$ cat src/shared/occ_defs.vh
`ifndef OCC_DEFS_VH
`define OCC_DEFS_VH

// Register offsets (byte addresses, one word each)
`define OCC_ADDR_CTRL     8'h00
`define OCC_ADDR_STATUS   8'h04
`define OCC_ADDR_KEYEV    8'h08
`define OCC_ADDR_MENUSEL  8'h0c
`define OCC_ADDR_EVENTS   8'h10
`define OCC_ADDR_FACIL    8'h14

// Control register fields
`define OCC_CTRL_EXT_ASSIST   0
`define OCC_CTRL_PKB_EMUL     1
`define OCC_CTRL_COPY_PRINTER 2
`define OCC_CTRL_RSF_ACTIVE   3

// Facility register fields
`define OCC_FAC_DISKETTE  0
`define OCC_FAC_COMM      1
`define OCC_FAC_CARD_UNIT 2

// Event flag bits (sticky, write one to clear)
`define OCC_EV_ATTN       0
`define OCC_EV_EXT_INT    1
`define OCC_EV_CANCEL_ID  2
`define OCC_EV_RSF_END    3
`define OCC_EV_COMM_REQ   4
`define OCC_EV_SP_MAINT   5
`define OCC_EV_COPY       6
`define OCC_EV_STOP_REQ   7
`define OCC_EV_FIELD_ERS  8
`define OCC_EV_MBUF_CLR   9
`define OCC_EV_PFKEY      10
`define OCC_EV_MENU       11
`define OCC_EV_WIDTH      12

// Key codes on the 7-bit key scan bus
`define OCC_KEY_MENU      7'h01
`define OCC_KEY_TOGGLE    7'h02
`define OCC_KEY_CANCEL    7'h03
`define OCC_KEY_INTR      7'h04
`define OCC_KEY_ERASE     7'h05
`define OCC_KEY_REQUEST   7'h06
`define OCC_KEY_COPY      7'h07
`define OCC_KEY_STOP      7'h08
`define OCC_KEY_PF_FIRST  7'h10
`define OCC_KEY_PF_LAST   7'h1b
`define OCC_KEY_COUNT     7'h4b

// Menu variants
`define OCC_MENU_NONE     2'h0
`define OCC_MENU_OPER_STD 2'h1
`define OCC_MENU_OPER_EXT 2'h2
`define OCC_MENU_MAINT    2'h3

// Menu listing bits
`define OCC_LIST_STORE_STATUS 0
`define OCC_LIST_MACHINE_SAVE 1
`define OCC_LIST_DISKETTE     2
`define OCC_LIST_DEV_ADDR     3
`define OCC_LIST_COMM         4

// Single-character function codes (ASCII)
`define OCC_FN_PROG_RESET   8'h50
`define OCC_FN_CLEAR_RESET  8'h43
`define OCC_FN_PROG_LOAD    8'h4c
`define OCC_FN_STORE_SAVE   8'h53
`define OCC_FN_RESTART      8'h52
`define OCC_FN_STEP         8'h49
`define OCC_FN_RESET_STEP   8'h4e
`define OCC_FN_DISP_ALTER   8'h44
`define OCC_FN_ADDR_COMP    8'h41
`define OCC_FN_CHECK_CTL    8'h4b
`define OCC_FN_INT_TIMER    8'h4a
`define OCC_FN_NATIVE_DISP  8'h4d
`define OCC_FN_DISKETTE     8'h47
`define OCC_FN_DEV_ADDR     8'h48
`define OCC_FN_TOD_ENABLE   8'h59
`define OCC_FN_COMM_LINES   8'h45

// Function select index width
`define OCC_SEL_WIDTH       5

// Display rows sent to the printer by copy
`define OCC_COPY_FIRST_ROW  5'd1
`define OCC_COPY_LAST_ROW   5'd24
`define OCC_SCREEN_COLS     7'd80
`define OCC_SCREEN_ROWS     5'd25

`endif

$ cat src/occ_console.v
`timescale 1ns/1ps
`include "occ_defs.vh"

module occ_console (
   // Clock, reset, enable
   input  wire        CLK_I,
   input  wire        ARST_N_I,
   input  wire        CE_I,
   // Register port
   input  wire [7:0]  ADDR_I,
   input  wire [31:0] WDATA_I,
   input  wire        WR_I,
   input  wire        RD_I,
   output wire [31:0] RDATA_O,
   // Panel pins
   input  wire        LAMP_TEST_N_I,
   input  wire        POWER_ON_I,
   input  wire        POWER_OFF_I,
   input  wire        SEQ_DONE_I,
   input  wire        BASIC_CHECK_I,
   input  wire        SP_PLUG_I,
   // Keyboard pins
   input  wire        KEY_DOWN_I,
   input  wire [6:0]  KEY_CODE_I,
   input  wire        ALT_SHIFT_I,
   // Processor status from the same clock
   input  wire        CPU_RUNNING_I,
   input  wire        METER_RUN_I,
   input  wire        CPU_WAITING_I,
   input  wire        INSTR_DONE_I,
   input  wire        IO_IDLE_I,
   input  wire        INT_PENDING_I,
   // Panel indicators
   output wire        PWR_IN_PROC_O,
   output wire        PWR_COMPLETE_O,
   output wire        BASIC_CHECK_O,
   output wire        SYSTEM_LAMP_O,
   output wire        WAIT_LAMP_O,
   output wire        CARD_LAMP_O,
   // Console control outputs
   output wire        MICROCODE_LOAD_O,
   output wire        MANUAL_BUF_SHOWN_O,
   output wire        STOP_CPU_O,
   output wire [1:0]  MENU_SHOWN_O,
   output wire [4:0]  MENU_LIST_O
);

   // Power sequencer states
   localparam [3:0] PS_OFF   = 4'b0001;
   localparam [3:0] PS_SEQ   = 4'b0010;
   localparam [3:0] PS_ON    = 4'b0100;
   localparam [3:0] PS_DOWN  = 4'b1000;

   // Synchronised pins
   reg  [10:0] sync1_q;
   reg  [10:0] sync2_q;
   reg  [6:0]  code1_q;
   reg  [6:0]  code2_q;

   // Registers
   reg  [3:0]  ctrl_q;
   reg  [2:0]  facil_q;
   reg  [7:0]  menu_sel_q;
   reg  [11:0] events_q;
   reg  [7:0]  key_last_q;
   reg  [31:0] rdata_q;
   reg  [3:0]  pstate_q;
   reg         key_prev_q;
   reg         manual_q;
   reg  [1:0]  menu_q;
   reg  [4:0]  list_q;
   reg         stop_pend_q;
   reg         stop_q;
   reg         pwr_ip_q;
   reg         pwr_ok_q;
   reg         mload_q;
   reg         lamp_sys_q;
   reg         lamp_wait_q;
   reg         lamp_chk_q;
   reg         lamp_card_q;

   // Next values
   reg  [11:0] ev_set;
   reg         manual_d;
   reg  [1:0]  menu_d;
   reg         stop_set;
   reg  [3:0]  pstate_d;

   // Synchronised pin names
   wire lamp_test = ~sync2_q[0];
   wire pwr_on    = sync2_q[1];
   wire pwr_off   = sync2_q[2];
   wire seq_done  = sync2_q[3];
   wire chk_in    = sync2_q[4];
   wire plug      = sync2_q[5];
   wire key_down  = sync2_q[6];
   wire alt_held  = sync2_q[7];

   // New key press edge, one event per press
   // Codes at or above the key count are ignored
   wire press     = key_down & ~key_prev_q;
   wire key_valid = code2_q < `OCC_KEY_COUNT;
   wire is_pf     = (code2_q >= `OCC_KEY_PF_FIRST) && (code2_q <= `OCC_KEY_PF_LAST);
   wire pkb_lock  = ctrl_q[`OCC_CTRL_PKB_EMUL] & manual_q;

   // Register write strobe for a given address
   function wr_hit;
      input [7:0] a;
      begin
         wr_hit = WR_I & (ADDR_I == a);
      end
   endfunction

   // Two-flop synchronisers for pins
   // Lamp test idles high after reset, so no false lamp flash on release
   // Key code follows the same path, so code and strobe stay aligned
   always @(posedge CLK_I or negedge ARST_N_I) begin
      if (!ARST_N_I) begin
         sync1_q <= 11'h001;
         sync2_q <= 11'h001;
         code1_q <= 7'h00;
         code2_q <= 7'h00;
      end else if (CE_I) begin
         sync1_q <= {3'h0, ALT_SHIFT_I, KEY_DOWN_I, SP_PLUG_I, BASIC_CHECK_I,
                     SEQ_DONE_I, POWER_OFF_I, POWER_ON_I, LAMP_TEST_N_I};
         sync2_q <= sync1_q;
         code1_q <= KEY_CODE_I;
         code2_q <= code1_q;
      end
   end

   // Key decoder
   always @* begin
      ev_set   = 12'h000;
      manual_d = manual_q;
      menu_d   = menu_q;
      stop_set = 1'b0;
      if (press && key_valid) begin
         case (code2_q)
            `OCC_KEY_MENU: begin
               manual_d = 1'b1;
               ev_set[`OCC_EV_MENU] = 1'b1;
               if (alt_held)
                  menu_d = `OCC_MENU_MAINT;
               else if (ctrl_q[`OCC_CTRL_EXT_ASSIST])
                  menu_d = `OCC_MENU_OPER_EXT;
               else
                  menu_d = `OCC_MENU_OPER_STD;
            end
            `OCC_KEY_TOGGLE: begin
               manual_d = ~manual_q;
            end
            `OCC_KEY_CANCEL: begin
               if (!pkb_lock) begin
                  if (!manual_q) begin
                     ev_set[`OCC_EV_ATTN]      = 1'b1;
                     ev_set[`OCC_EV_CANCEL_ID] = 1'b1;
                  end else begin
                     manual_d = 1'b0;
                     menu_d   = `OCC_MENU_NONE;
                     ev_set[`OCC_EV_MBUF_CLR] = 1'b1;
                  end
               end
            end
            `OCC_KEY_INTR: begin
               if (alt_held)
                  ev_set[`OCC_EV_RSF_END] = ctrl_q[`OCC_CTRL_RSF_ACTIVE];
               else
                  ev_set[`OCC_EV_EXT_INT] = 1'b1;
            end
            `OCC_KEY_ERASE: begin
               if (alt_held)
                  ev_set[`OCC_EV_SP_MAINT] = plug;
               else
                  ev_set[`OCC_EV_FIELD_ERS] = 1'b1;
            end
            `OCC_KEY_REQUEST: begin
               if (!pkb_lock) begin
                  if (alt_held)
                     ev_set[`OCC_EV_COMM_REQ] = ctrl_q[`OCC_CTRL_RSF_ACTIVE];
                  else
                     ev_set[`OCC_EV_ATTN] = ~manual_q;
               end
            end
            `OCC_KEY_COPY: begin
               ev_set[`OCC_EV_COPY] = manual_q & ctrl_q[`OCC_CTRL_COPY_PRINTER];
            end
            // Stop only arms a request; the halt waits for a quiet processor
            `OCC_KEY_STOP: begin
               stop_set = 1'b1;
            end
            default: begin
               ev_set[`OCC_EV_PFKEY] = is_pf & ~pkb_lock;
            end
         endcase
      end
   end

   // Key state, screen mode, events
   always @(posedge CLK_I or negedge ARST_N_I) begin
      if (!ARST_N_I) begin
         key_prev_q <= 1'b0;
         key_last_q <= 8'h00;
         manual_q   <= 1'b0;
         menu_q     <= `OCC_MENU_NONE;
         events_q   <= 12'h000;
      end else if (CE_I) begin
         key_prev_q <= key_down;
         if (press && key_valid)
            key_last_q <= {alt_held, code2_q};
         manual_q <= manual_d;
         // Menu closes whenever the system buffer is shown
         menu_q   <= manual_d ? menu_d : `OCC_MENU_NONE;
         // Set wins over a write-one clear
         if (wr_hit(`OCC_ADDR_EVENTS))
            events_q <= (events_q & ~WDATA_I[11:0]) | ev_set;
         else
            events_q <= events_q | ev_set;
      end
   end

   // Menu listing
   // Listing follows control and facility bits one cycle later
   // Device address entry goes with the diskette facility
   always @(posedge CLK_I or negedge ARST_N_I) begin
      if (!ARST_N_I) begin
         list_q <= 5'h00;
      end else if (CE_I) begin
         list_q[`OCC_LIST_STORE_STATUS] <= ~ctrl_q[`OCC_CTRL_EXT_ASSIST];
         list_q[`OCC_LIST_MACHINE_SAVE] <= ctrl_q[`OCC_CTRL_EXT_ASSIST];
         list_q[`OCC_LIST_DISKETTE]     <= facil_q[`OCC_FAC_DISKETTE];
         list_q[`OCC_LIST_DEV_ADDR]     <= facil_q[`OCC_FAC_DISKETTE];
         list_q[`OCC_LIST_COMM]         <= facil_q[`OCC_FAC_COMM];
      end
   end

   // Stop request held until processor is quiet
   // A new stop press while one waits merges into the same request
   always @(posedge CLK_I or negedge ARST_N_I) begin
      if (!ARST_N_I) begin
         stop_pend_q <= 1'b0;
         stop_q      <= 1'b0;
      end else if (CE_I) begin
         if (stop_pend_q && INSTR_DONE_I && IO_IDLE_I && !INT_PENDING_I) begin
            stop_pend_q <= 1'b0;
            stop_q      <= 1'b1;
         end else begin
            stop_pend_q <= stop_pend_q | stop_set;
            stop_q      <= 1'b0;
         end
      end
   end

   // Power sequencer
   // Down state waits for both power pins low before a new power-on
   always @* begin
      pstate_d = pstate_q;
      case (pstate_q)
         PS_OFF:  if (pwr_on) pstate_d = PS_SEQ;
         PS_SEQ:  if (pwr_off) pstate_d = PS_DOWN;
                  else if (seq_done) pstate_d = PS_ON;
         PS_ON:   if (pwr_off) pstate_d = PS_DOWN;
         PS_DOWN: if (!pwr_on && !pwr_off) pstate_d = PS_OFF;
         default: pstate_d = PS_OFF;
      endcase
   end

   // Power state and indicators
   always @(posedge CLK_I or negedge ARST_N_I) begin
      if (!ARST_N_I) begin
         pstate_q    <= PS_OFF;
         pwr_ip_q    <= 1'b0;
         pwr_ok_q    <= 1'b0;
         mload_q     <= 1'b0;
         lamp_sys_q  <= 1'b0;
         lamp_wait_q <= 1'b0;
         lamp_chk_q  <= 1'b0;
         lamp_card_q <= 1'b0;
      end else if (CE_I) begin
         pstate_q <= pstate_d;
         // Microcode load pulse as sequencing ends
         mload_q  <= (pstate_q == PS_SEQ) && (pstate_d == PS_ON);
         // Lamp test forces each lamp on while held, the card lamp only when the card unit is fitted
         pwr_ip_q <= lamp_test | (pstate_d == PS_SEQ) | (pstate_d == PS_DOWN);
         pwr_ok_q <= lamp_test | (pstate_d == PS_ON);
         lamp_sys_q  <= lamp_test | (CPU_RUNNING_I & METER_RUN_I);
         lamp_wait_q <= lamp_test | CPU_WAITING_I;
         lamp_chk_q  <= lamp_test | chk_in;
         lamp_card_q <= lamp_test & facil_q[`OCC_FAC_CARD_UNIT];
      end
   end

   // Register writes
   // Unmapped addresses fall through and are ignored
   always @(posedge CLK_I or negedge ARST_N_I) begin
      if (!ARST_N_I) begin
         ctrl_q     <= 4'h0;
         facil_q    <= 3'h0;
         menu_sel_q <= 8'h00;
      end else if (CE_I) begin
         if (wr_hit(`OCC_ADDR_CTRL))
            ctrl_q <= WDATA_I[3:0];
         if (wr_hit(`OCC_ADDR_FACIL))
            facil_q <= WDATA_I[2:0];
         // Function chosen by one character code
         if (wr_hit(`OCC_ADDR_MENUSEL))
            menu_sel_q <= WDATA_I[7:0];
      end
   end

   // Register reads, data in the following cycle
   // Idle cycles return zero so the read bus can be merged by OR
   always @(posedge CLK_I or negedge ARST_N_I) begin
      if (!ARST_N_I) begin
         rdata_q <= 32'h0000_0000;
      end else if (CE_I) begin
         if (RD_I) begin
            case (ADDR_I)
               `OCC_ADDR_CTRL:    rdata_q <= {28'h0, ctrl_q};
               `OCC_ADDR_STATUS:  rdata_q <= {20'h0, list_q, menu_q, stop_pend_q,
                                              manual_q, pwr_ok_q, pwr_ip_q, pstate_q[0]};
               `OCC_ADDR_KEYEV:   rdata_q <= {24'h0, key_last_q};
               `OCC_ADDR_MENUSEL: rdata_q <= {24'h0, menu_sel_q};
               `OCC_ADDR_EVENTS:  rdata_q <= {20'h0, events_q};
               `OCC_ADDR_FACIL:   rdata_q <= {29'h0, facil_q};
               default:           rdata_q <= 32'h0000_0000;
            endcase
         end else begin
            rdata_q <= 32'h0000_0000;
         end
      end
   end

   // Outputs
   // Every output comes straight from a flip-flop
   assign RDATA_O            = rdata_q;
   assign PWR_IN_PROC_O      = pwr_ip_q;
   assign PWR_COMPLETE_O     = pwr_ok_q;
   assign BASIC_CHECK_O      = lamp_chk_q;
   assign SYSTEM_LAMP_O      = lamp_sys_q;
   assign WAIT_LAMP_O        = lamp_wait_q;
   assign CARD_LAMP_O        = lamp_card_q;
   assign MICROCODE_LOAD_O   = mload_q;
   assign MANUAL_BUF_SHOWN_O = manual_q;
   assign STOP_CPU_O         = stop_q;
   assign MENU_SHOWN_O       = menu_q;
   assign MENU_LIST_O        = list_q;

endmodule

$ cat config.mk
export PLATFORM = sky130hd
export DESIGN_NAME = occ_console
export DESIGN_NICKNAME = d
export VERILOG_FILES = /design/src/occ_console.v
export VERILOG_INCLUDE_DIRS = /design/src /design/src/shared
export SDC_FILE = /design/constraint.sdc
export NUM_CORES = 1
export LEC_CHECK = 0
export ABC_CLOCK_PERIOD_IN_PS = 2000
export BUFFER_PORTS_ARGS = -buffer_cell sky130_fd_sc_hd__buf_2
export CAP_MARGIN = 40
export CORE_AREA = 2 2 102 104
export CTS_CLUSTER_SIZE = 8
export DETAILED_ROUTE_END_ITERATION = 8
export DIE_AREA = 0 0 104 106
export PLACE_DENSITY = 0.72
export SLEW_MARGIN = 20
export SYNTH_ARGS = -nofsm -noshare
export SYNTH_HDL_FRONTEND = slang
export SYNTH_SLANG_ARGS = --single-unit
$ cat constraint.sdc
create_clock -name CLK_I -period 2 [get_ports CLK_I]
set_clock_uncertainty 0.1 [all_clocks]
set_input_delay 0.1 -clock CLK_I [delete_from_list [all_inputs] [get_ports CLK_I]]
set_output_delay 0.1 -clock CLK_I [all_outputs]
set_load 0.02 [all_outputs]
[Word level (Yosys, flattened, before mapping)]
Cells that the tools add are included.
Cells by class
  muxes and demuxes: 46
  equal/unequal tests: 24
  reduce and logical (&&, ||, !) cells: 17
  bitwise logic cells: 26
  $lt $le $gt $ge: 3
Operators by type and width (count)
  12-bit one-hot mux with 6 select lines: 1
  32-bit two-way mux: 1
  7-bit by 3-bit equality test with 1-bit output (second input constant): 4
  1-bit two-way mux: 26
  4-bit two-way mux: 6
  12-bit OR: 2
  8-bit by 4-bit equality test with 1-bit output (second input constant): 2
  8-bit by 5-bit equality test with 1-bit output (second input constant): 2
  4-bit one-hot mux with 4 select lines: 1
  7-bit by 2-bit equality test with 1-bit output (second input constant): 2
  12-bit bitwise AND: 1
  12-bit two-way mux: 1
  2-bit two-way mux: 6
  12-bit NOT: 1
  1-bit bitwise AND: 10
  4-bit by 2-bit equality test with 1-bit output (second input constant): 2
  4-bit by 3-bit equality test with 1-bit output (second input constant): 2
  4-bit equality test (second input constant): 2
  8-bit by 3-bit equality test with 1-bit output (second input constant): 1
  8-bit zero test: 1
  2-bit AND reduction: 4
  8-bit OR reduction: 1
  7-bit by 1-bit equality test with 1-bit output (second input constant): 1
  7-bit by 4-bit equality test with 1-bit output (second input constant): 1
  16 further kinds: 35
Word-level totals
  word-level logic and storage cells: 140
  output and inout bits: 48
  bits in registers: 119

[Logic depth before layout (Yosys ltp)]
Gate-level depths: netlist (run 1).
  word-level depth: 7
  depth in mapped cells: 7

[Least setup slack after synthesis (run 1)]
OpenSTA, ideal clock, no wires.
  path type: register to register
  from: register code2_q[3]
  to: register menu_q[0], in the netlist MENU_SHOWN_O[0]
  clock period less this slack: 2.145 ns
  stages on the path, launching flop included: 6
  setup time: 0.125 ns
  setup slack: -0.145 ns
  arrival: 1.920 ns
  path through: dfrtp_1 -> or4_1 -> nor3_1 -> a21boi_0 -> o31a_1 -> mux2_2
On the way
  word-level cells in the longest chain between the ends: 5
Ends and longest elaborated chain
  from (decl): RTL line occ_console.v:58  | reg [6:0] code2_q;
  from (signal assigned): RTL line occ_console.v:128  | code2_q <= code1_q;
  7-bit less-than comparator (no line) (tied with other cells)
  1-bit logical AND or 1-bit one-hot mux with 3 select lines (tied branches): RTL line occ_console.v:138, occ_console.v:139
  1-bit two-way mux: RTL line occ_console.v:138  | if (press && key_valid) begin
  3-bit by 1-bit inequality test with 1-bit output (no line) (tied with other cells)
  5-bit AND reduction (no line)
  to (signal assigned): RTL line occ_console.v:205  | menu_q <= `OCC_MENU_NONE;
  to (signal assigned): RTL line occ_console.v:213  | menu_q <= manual_d ? menu_d : `OCC_MENU_NONE;
  to (decl): RTL line occ_console.v:70  | reg [1:0] menu_q;
Parallel ways exist; a longest one is shown, timed or not. The select of a mux whose other input is x is not followed.
A chain may end at the register's enable or synchronous reset.

[Worst setup path in the final report (run 1)]
  from: register code2_q[6]
  to: register menu_q[0], in the netlist MENU_SHOWN_O[0]
Same word-level chain as after synthesis.

==> impl_metrics.tcl, run 1 <==
set metrics [dict create \
    reg2reg_from "code2_q[6]" \
    route.detailed.drc 0 \
    power_density_nw_per_um2 822 \
    die_width_um 104 \
    pre_cts_slack_ns -0.163 \
    max_cap_violations 0 \
    worst-path-buf-inv 0 \
    register_area_um2 2460 \
    n_antenna_cell 0 \
    synth.yosys.seq_area_share_pct 52.8 \
    fmax_mhz 485 \
    vias_per_cell 5.41 \
    final-setup-viol-count 2 \
    worstSetupEndpointType "flip-flop" \
    ioPinCount 114 \
    worstPathCellList "or4_4 -> o31ai_4 -> a221oi_2 -> o31a_1 -> mux2_2" \
    worst_ir_drop_vdd_v 0.000566 \
    drt_first_pass_iters 4 \
    cts_buffer_depth 2 \
    finalPower_uw 4910 \
    synth_top_area_cell "dfrtp_1" \
    fin_ws_ns -0.0620 \
    top_usage_layer "met2" \
    ant_nets 0 \
    grtUsageMet1_pct 27.3 \
    grtUsageMet3_pct 5.27 \
    place_congestion 0.888 \
    crit_fanout 3 \
    rows 37 \
    path_clk_slew_ns 0.10 \
    violations "negative setup slack" \
    core_um2 10000 \
    fin_util_pct 59.7 \
    finalWirelength_um 11100 \
    syn_area_um2 4650 \
    static-leakage-power_uw 0.00277 \
    root_buffer "clkbuf_8" \
    yosys-top-cells-area "dfrtp_1 (51%), mux2_2 (13%), nand2_1 (4.4%)" \
    grt_pass1_wl_um 18800 \
    fill_cells 857 \
    yosysUniqueCellTypes 54 \
    dieArea_um2 11000 \
    hold_viol 0 \
    avgRoutedWirePerCell_um 16.1 \
    grt_max_degree 47 \
    cts_sinks 98 \
    drt_iter0_drc 205 \
    layout-drive-gt1-share_pct 36.9 \
    worst_path_dominant_cell_family "simple AND/OR/NAND/NOR gates" \
    slowest_delay_ns 0.59 \
    cts_tree "built" \
    hp-start "CE_I" \
    synth-main-ff-cell "dfrtp_1" \
    crit_slowest_cell "or4_4" \
    yosys_warnings 0 \
    h-tree-depth 3 \
    multi_input_area_um2 2060 \
    outcome "finished with violations" \
    hp-class "in2reg" \
    die_h_um 106 \
    antenna_found_initial 0 \
    clk_latency_ns 0.36 \
    synth_top_area_share_pct 51.1 \
    io_buffer_count 73 \
    cp.arrival_ns 2.21 \
    cts_inserted_buffers 9 \
    finalMaxSlewViolations 0 \
    area_delta_synth_final_pct 28.3 \
    layout.nets 616 \
    ys_ff_latch 98 \
    layout_min_cycle_time_ns 2.06 \
    rsz0062_at_grt "true" \
    start_kind "flip-flop" \
    start_util_pct 46.5 \
    syn_area_per_cell_um2 11.2 \
    async_flop_share_pct 100 \
    crit_type "reg2reg" \
    first_global_vias 3854 \
    worstPathRequired_ns 2.15 \
    startpoint "code2_q[6]" \
    num_vias 3736 \
    dp.final_hpwl_um 7940 \
    fin_hold_ws_ns 0.0353 \
    track_usage_pct 21.3 \
    fin_crit_sh_pct 103 \
    synth_cells 416 \
    met2_usage_pct 34.9 \
    grt_overflow 0 \
    synth_edf_count 0 \
]
## cells in the mapped netlist (4+ instances only)
| cell type | instances |
|---|---|
| o21ai_0 | 13 |
| mux2_2 | 53 |
| clkbuf_1 | 18 |
| nand2_1 | 55 |
| a22oi_1 | 10 |
| nor4_1 | 4 |
| a21oi_1 | 12 |
| o2bb2ai_1 | 11 |
| mux2i_1 | 6 |
| buf_4 | 21 |
| a31oi_1 | 7 |
| nor2_1 | 23 |
| nand3_1 | 6 |
| and3_1 | 5 |
| nor3_1 | 6 |
| inv_1 | 10 |
| a22o_1 | 4 |
| nand3b_1 | 4 |
| dfrtp_1 | 95 |
## worst reg2reg max path, delay by kind of cell, from the launching register on
kind,cells,cell delay [ns]
and+or+nand+nor,1,0.59
muxes,1,0.27
AOI/OAI and AO/OA,3,0.58
DFF,1,0.41
## timing repair
item / CTS / global route
pin swaps: 4 / 5
gates resized for setup: 7 / 7
endpoints found under the setup margin: 6 / 8
hold buffers: 33 / 0
endpoints found under the hold margin: 87 / 0
buffers inserted: 5 / 2
## power breakdown
group / switching, uW / internal, uW
Combinational: 566 / 508
Clock: 673 / 650
Sequential: 257 / 2250
## cell families after synthesis
group	Yosys count	share of synthesized area, %
AO/OA/AOI/OAI	81	12.4
buffers and inverters	53	5.99
other	1	0.0806
flip-flops	98	52.8
multiplexers	62	15.6
AND/OR/NAND/NOR	121	13.1
## flip-flops by register name (all words and copies together), names as in the netlist, 2 cells and up
signal and flops:
menu_sel_q 8, sync1_q 8, events_q 12, MENU_LIST_O 4, facil_q 3, ctrl_q 4
RDATA_O 12, code2_q 7, key_last_q 8, code1_q 7, MENU_SHOWN_O 2, sync2_q 8
pstate_q 4
## cell type report
type,count,area share (%)
clock buffers,11,2.54
repair buffers,146,17.2
multi-input cells,284,34.5
well taps,136,2.85
inverters,11,0.692
clock inverters,5,1.05
flip-flops and latches,98,41.2
## per-layer routing
layer	vias up	share of wire, %
li1	1731	-
met1	1834	44
met2	146	47
met3	25	7.0
met4	0	2.1
met5	-	0
## worst paths after layout
check,to,slack (ns),depth (start not counted)
setup / recovery,MENU_SHOWN_O[0],-0.06,5
hold / removal,RDATA_O[0],0.04,2
setup reg to reg,MENU_SHOWN_O[0],-0.06,5
hold reg to reg,key_last_q[1],0.39,2
max in group asynchronous,code1_q[1],1.05,3
min in group asynchronous,code1_q[3],0.13,2
## through the flow
step           TNS [ns]  std cells  instance area [um2]
2_1_floorplan    -0.593        435                 4730
5_1_grt          -0.268        691                 5970
3_5_place_dp      -1.89        635                 5310
4_1_cts          -0.155        689                 5940
6_report         -0.124        691                 5970
3_3_place_gp      -1.38        635                 5310
## cell usage in the layout, fill, tap and decap left out, types with 2 or more instances in the layout
| master | count |
|---|---|
| clkinv_4 | 2 |
| o2bb2ai_1 | 11 |
| clkbuf_8 | 11 |
| nor3_1 | 5 |
| and3_1 | 5 |
| o211ai_1 | 2 |
| mux2_2 | 53 |
| buf_12 | 2 |
| a21oi_1 | 12 |
| a22oi_1 | 10 |
| a32o_1 | 3 |
| dfrtp_2 | 2 |
| a31oi_1 | 7 |
| nand3b_1 | 4 |
| nor4_1 | 3 |
| nor3b_4 | 2 |
| conb_1 | 20 |
| clkinvlp_4 | 2 |
| o31ai_1 | 2 |
| buf_4 | 38 |
| dfrtp_1 | 93 |
| nand4_1 | 2 |
| a22o_1 | 4 |
| mux2i_1 | 6 |
| a21boi_0 | 2 |
| o21ai_0 | 12 |
| mux4_2 | 3 |
| nand3_1 | 6 |
| nand2_1 | 55 |
| nor2b_1 | 3 |
| buf_2 | 72 |
| dfstp_2 | 3 |
| nor2_1 | 22 |
| dlygate4sd3_1 | 33 |
| or4_4 | 2 |
| inv_1 | 10 |
Power figures use the tool's default switching activity.
==> run 2, diff against run 1 <==
--- a/config.mk
+++ b/config.mk
@@ -13,7 +13,8 @@
 export CTS_CLUSTER_SIZE = 8
 export DETAILED_ROUTE_END_ITERATION = 8
 export DIE_AREA = 0 0 104 106
-export PLACE_DENSITY = 0.72
+export GPL_ROUTABILITY_DRIVEN = 0
+export PLACE_DENSITY_LB_ADDON = 0.15
 export SLEW_MARGIN = 20
 export SYNTH_ARGS = -nofsm -noshare
 export SYNTH_HDL_FRONTEND = slang
==> impl_metrics.tcl, run 2 (same netlist as run 1, synthesis figures left out) <==
set metrics [dict create \
    outcome "finished with violations" \
    violations "negative setup slack" \
    grt_max_degree 39 \
    ioPinCount 114 \
    ant_nets 0 \
    n_antenna_cell 0 \
    tns_ns -0.193 \
    tightest_slew_ns 0.523 \
    root_buffer "clkbuf_8" \
    drt_first_pass_iters 5 \
    vias_per_cell 5.38 \
    rsz0062_at_grt "true" \
    crit_type "reg2reg" \
    cts_buffer_depth 2 \
    layout-drive-gt1-share_pct 37.0 \
    io_buffer_count 73 \
    clk_latency_ns 0.37 \
    dp.final_hpwl_um 8150 \
    crit_fanout 3 \
    path_clk_slew_ns 0.08 \
    static-leakage-power_uw 0.00279 \
    hp-class "in2reg" \
    pwr-share-seq_pct 49.7 \
    instances_no_fill 690 \
    core_um2 10000 \
    hold_viol 0 \
    netSwitchingPower_uw 1510 \
    track_usage_pct 22.2 \
    finalWirelength_um 11500 \
    final-setup-viol-count 2 \
    mostFrequentLayoutCells "dfrtp_1 (94), buf_2 (72), nand2_1 (55)" \
    power_density_nw_per_um2 840 \
    avgRoutedWirePerCell_um 16.7 \
    pwr-share-clk_pct 28.9 \
    first_global_vias 3797 \
    cts_tree "built" \
    final_common_cell "dfrtp_1" \
    worstPathRequired_ns 2.15 \
    cp.arrival_ns 2.25 \
    placedCellCount 638 \
    cts_sinks 98 \
    fin_crit_sh_pct 105 \
    fin_ws_ns -0.0992 \
    worstSetupEndpointType "flip-flop" \
    die_width_um 104 \
    grt_pass1_wl_um 19200 \
    start_util_pct 46.5 \
    finalMaxSlewViolations 0 \
    cts_inserted_buffers 9 \
    fmax_mhz 476 \
    antenna_found_initial 0 \
    slew_headroom_pct 65.1 \
    layout.nets 615 \
    sw_frac_of_total_pct 30.0 \
    internal-power_uw 3530 \
    area_delta_synth_final_pct 28.9 \
    combPwrFrac_pct 21.4 \
    worst_ir_drop_vdd_v 0.000486 \
    rows 37 \
    layout_min_cycle_time_ns 2.10 \
    die_h_um 106 \
    grt_overflow 0 \
    max_cap_violations 0 \
    drt_iter0_drc 263 \
    pre_cts_slack_ns -0.130 \
    num_vias 3713 \
    dieArea_um2 11000 \
    route.detailed.drc 0 \
    h-tree-depth 3 \
    start_kind "flip-flop" \
]
## run 2: cell count changes in the layout (fill, tap and decap cells not counted), sizes merged
cell | before | now
clkinvlp | 2 | 0
buf | 113 | 112
bufinv | 1 | 2
clkbuf | 11 | 12
## run 2: final timing paths
kind                       slack [ns]               to  cells after the start         start
setup / recovery                 -0.1  MENU_SHOWN_O[1]                      5    code2_q[5]
hold reg to reg                  0.39       sync2_q[4]                      2    sync1_q[4]
min in group asynchronous        0.15       facil_q[0]                      2      ARST_N_I
setup reg to reg                 -0.1  MENU_SHOWN_O[1]                      5    code2_q[5]
max in group asynchronous        1.02      pstate_q[0]                      3      ARST_N_I
hold / removal                   0.02       STOP_CPU_O                      5  INSTR_DONE_I
## run 2: what timing repair did
action / CTS / global route
cloned: 0 / 0
setup buffers: 1 / 2
gates resized for setup: 8 / 7
pin swaps: 3 / 3
endpoints found under the hold margin: 114 / 0
setup endpoints to repair: 5 / 20
hold buffers: 33 / 0
## run 2: cell type report
cell class              count  area, um2
inverters                  11       41.3
fillers                   883       4000
clock buffers              12        155
flip-flops and latches     98       2460
clock inverters             4       73.8
multi-input cells         284       2070
repair buffers            145       1030
well taps                 136        170
## run 2: per-layer routing
metal  GRT usage [%]  wire length [um]
met4            9.17               276
met5               0                 0
met3            4.05               597
met2            36.2              5570
met1            29.4              5050
## run 2: critical path: stages (launching register included)
cell and delay [ns]:
dfrtp_2 0.44, or4_4 0.59, o31ai_4 0.21, a221oi_2 0.11, o31a_1 0.28, mux2_2 0.28
## run 2: power by group through the flow
stage | Clock (uW) | Combinational [uW] | Sequential [uW]
6_report | 1460 | 1080 | 2510
5_1_grt | 1580 | 1190 | 2540
4_1_cts | 1490 | 1060 | 2500
3_5_place_dp | 0 | 978 | 2540
3_3_place_gp | 0 | 959 | 2520
2_1_floorplan | 0 | 619 | 2490
## run 2: stage by stage
step / power (uW) / hold WS [ns] / utilization (%) / cell area [um2]
CTS: 5040 / 0.0170 / 59.5 / 5950
floorplan: 3110 / -0.296 / - / 4730
global placement: 3480 / 0.0170 / 53.5 / 5350
detailed placement: 3520 / 0.00923 / 53.5 / 5350
global route: 5320 / 0.0784 / 60.0 / 6000
finish: 5040 / 0.0232 / 60.0 / 6000
==> run 3, diff against run 2 <==
--- a/config.mk
+++ b/config.mk
@@ -9,10 +9,10 @@
 export ABC_CLOCK_PERIOD_IN_PS = 2000
 export BUFFER_PORTS_ARGS = -buffer_cell sky130_fd_sc_hd__buf_2
 export CAP_MARGIN = 40
-export CORE_AREA = 2 2 102 104
+export CORE_AREA = 2 2 128 130
 export CTS_CLUSTER_SIZE = 8
 export DETAILED_ROUTE_END_ITERATION = 8
-export DIE_AREA = 0 0 104 106
+export DIE_AREA = 0 0 130 132
 export GPL_ROUTABILITY_DRIVEN = 0
 export PLACE_DENSITY_LB_ADDON = 0.15
 export SLEW_MARGIN = 20
==> impl_metrics.tcl, run 3 (same netlist as run 1, synthesis figures left out) <==
set metrics [dict create \
    violations "negative setup slack" \
    core_um2 15700 \
    grt_pass1_wl_um 19900 \
    route.detailed.drc 0 \
    path_clk_slew_ns 0.06 \
    die_width_um 130 \
    antenna_found_initial 0 \
    hold_viol 0 \
    pwr-share-clk_pct 33.9 \
    start_util_pct 29.6 \
    die_h_um 132 \
    h-tree-depth 3 \
    clk_latency_ns 0.34 \
    track_usage_pct 14.9 \
    n_antenna_cell 0 \
    sw_frac_of_total_pct 28.6 \
    layout-drive-gt1-share_pct 36.0 \
    outcome "finished with violations" \
    crit_type "reg2reg" \
    drt_iter0_drc 139 \
    static-leakage-power_uw 0.00283 \
    avgRoutedWirePerCell_um 15.9 \
    worstSetupEndpointType "flip-flop" \
    crit_slowest_cell "or4_4" \
    fin_crit_sh_pct 104 \
    dieArea_um2 17200 \
    start_kind "flip-flop" \
    rsz0062_at_grt "true" \
    grtUsageMet1_pct 20.6 \
    fin_ws_ns -0.0881 \
    drt_first_pass_iters 6 \
    pwr-share-seq_pct 46.6 \
    cts_buffer_depth 2 \
    netSwitchingPower_uw 1540 \
    vias_per_cell 4.65 \
    mostFrequentLayoutCells "dfrtp_1 (95), buf_2 (72), nand2_1 (55)" \
    top_usage_layer "met2" \
    cts_inserted_buffers 9 \
    final_common_cell "dfrtp_1" \
    root_buffer "clkbuf_16" \
    tightest_slew_ns 0.620 \
    multi_input_area_um2 2060 \
    ant_nets 0 \
    fmax_mhz 479 \
    worstPathRequired_ns 2.13 \
    finalMaxSlewViolations 0 \
    pre_cts_slack_ns -0.161 \
    grt_max_degree 56 \
    worstPathCellList "or4_4 -> o31ai_4 -> a221oi_2 -> o31a_1 -> mux2_2" \
    cts_sinks 98 \
    slowest_delay_ns 0.59 \
    cts_tree "built" \
    rows 46 \
    final-setup-viol-count 2 \
    first_global_vias 3653 \
    area_delta_synth_final_pct 32.4 \
    fill_cells 1561 \
    combPwrFrac_pct 19.6 \
    power_density_nw_per_um2 877 \
    layout.nets 614 \
    internal-power_uw 3860 \
    cp.arrival_ns 2.22 \
    layout_min_cycle_time_ns 2.09 \
    io_buffer_count 73 \
    finalWirelength_um 12200 \
    met2_usage_pct 23.0 \
    register_area_um2 2460 \
    worst_ir_drop_vdd_v 0.000674 \
    max_cap_violations 0 \
    ioPinCount 114 \
    num_vias 3575 \
    grt_overflow 0 \
    hp-class "in2reg" \
    grtUsageMet3_pct 4.63 \
    crit_fanout 3 \
    tns_ns -0.176 \
    slew_headroom_pct 58.7 \
    dp.final_hpwl_um 9080 \
]
run 3: cell count changes in the layout (fill, tap and decap cells not counted), sizes merged:
| cell | before | now |
|---|---|---|
| bufinv | 2 | 1 |
| clkinv | 3 | 1 |
| clkbuf | 12 | 15 |
| buf | 112 | 111 |
run 3: layout make-up:
| type | count | area share (%) |
|---|---|---|
| multi-input combinational | 284 | 33.4 |
| sequential | 98 | 39.8 |
| clock inverter | 1 | 0.487 |
| clock buffer | 15 | 4.67 |
| inverter | 11 | 0.670 |
| timing repair buffer | 144 | 16.6 |
| tap | 216 | 4.38 |
run 3: power by group through the flow:
stage	registers, uW	logic, uW	clock network [uW]
6_report	2520	1060	1830
3_5_place_dp	2550	981	0
2_1_floorplan	2490	619	0
5_1_grt	2560	1180	1980
3_3_place_gp	2540	968	0
4_1_cts	2520	1060	1890
run 3: path summary, 6_finish.rpt:
check / slack (ns) / start / cells after the start / to
setup / recovery: -0.09 / code2_q[6] / 5 / MENU_SHOWN_O[0]
hold / removal: 0.04 / INSTR_DONE_I / 5 / STOP_CPU_O
setup reg to reg: -0.09 / code2_q[6] / 5 / MENU_SHOWN_O[0]
hold reg to reg: 0.38 / key_last_q[1] / 2 / key_last_q[1]
max in group asynchronous: 1.14 / ARST_N_I / 3 / RDATA_O[1]
min in group asynchronous: 0.13 / ARST_N_I / 2 / STOP_CPU_O
run 3: metrics by stage:
step / std cells / hold slack [ns] / util, % / power [uW] / instance area [um2]
6_report: 769 / 0.0366 / 39.2 / 5410 / 6160
5_1_grt: 769 / 0.0691 / 39.2 / 5720 / 6160
4_1_cts: 768 / 0.0329 / 39.1 / 5470 / 6140
3_5_place_dp: 717 / -0.0389 / 34.6 / 3530 / 5440
3_3_place_gp: 717 / -0.0394 / 34.6 / 3510 / 5440
2_1_floorplan: 435 / -0.296 / - / 3110 / 4730
run 3: layer usage:
| metal | wire length (um) | up-vias |
|---|---|---|
| met1 | 5770 | 1742 |
| met3 | 717 | 9 |
| met2 | 5560 | 98 |
| met4 | 146 | 0 |
| met5 | 0 | - |
| li1 | - | 1726 |
run 3: what timing repair did:
action	4_1_cts	5_1_grt
hold buffers	33	0
resized for setup	6	5
setup endpoints to repair	2	10
endpoints found under the hold margin	145	0
buffers inserted	2	1
pin swaps	5	0
run 3: critical path: cells and delay by family, from the launching register on:
| family | cells | cell delay (ns) |
|---|---|---|
| flops | 1 | 0.39 |
| compound gates | 3 | 0.63 |
| mux | 1 | 0.28 |
| simple gates | 1 | 0.59 |
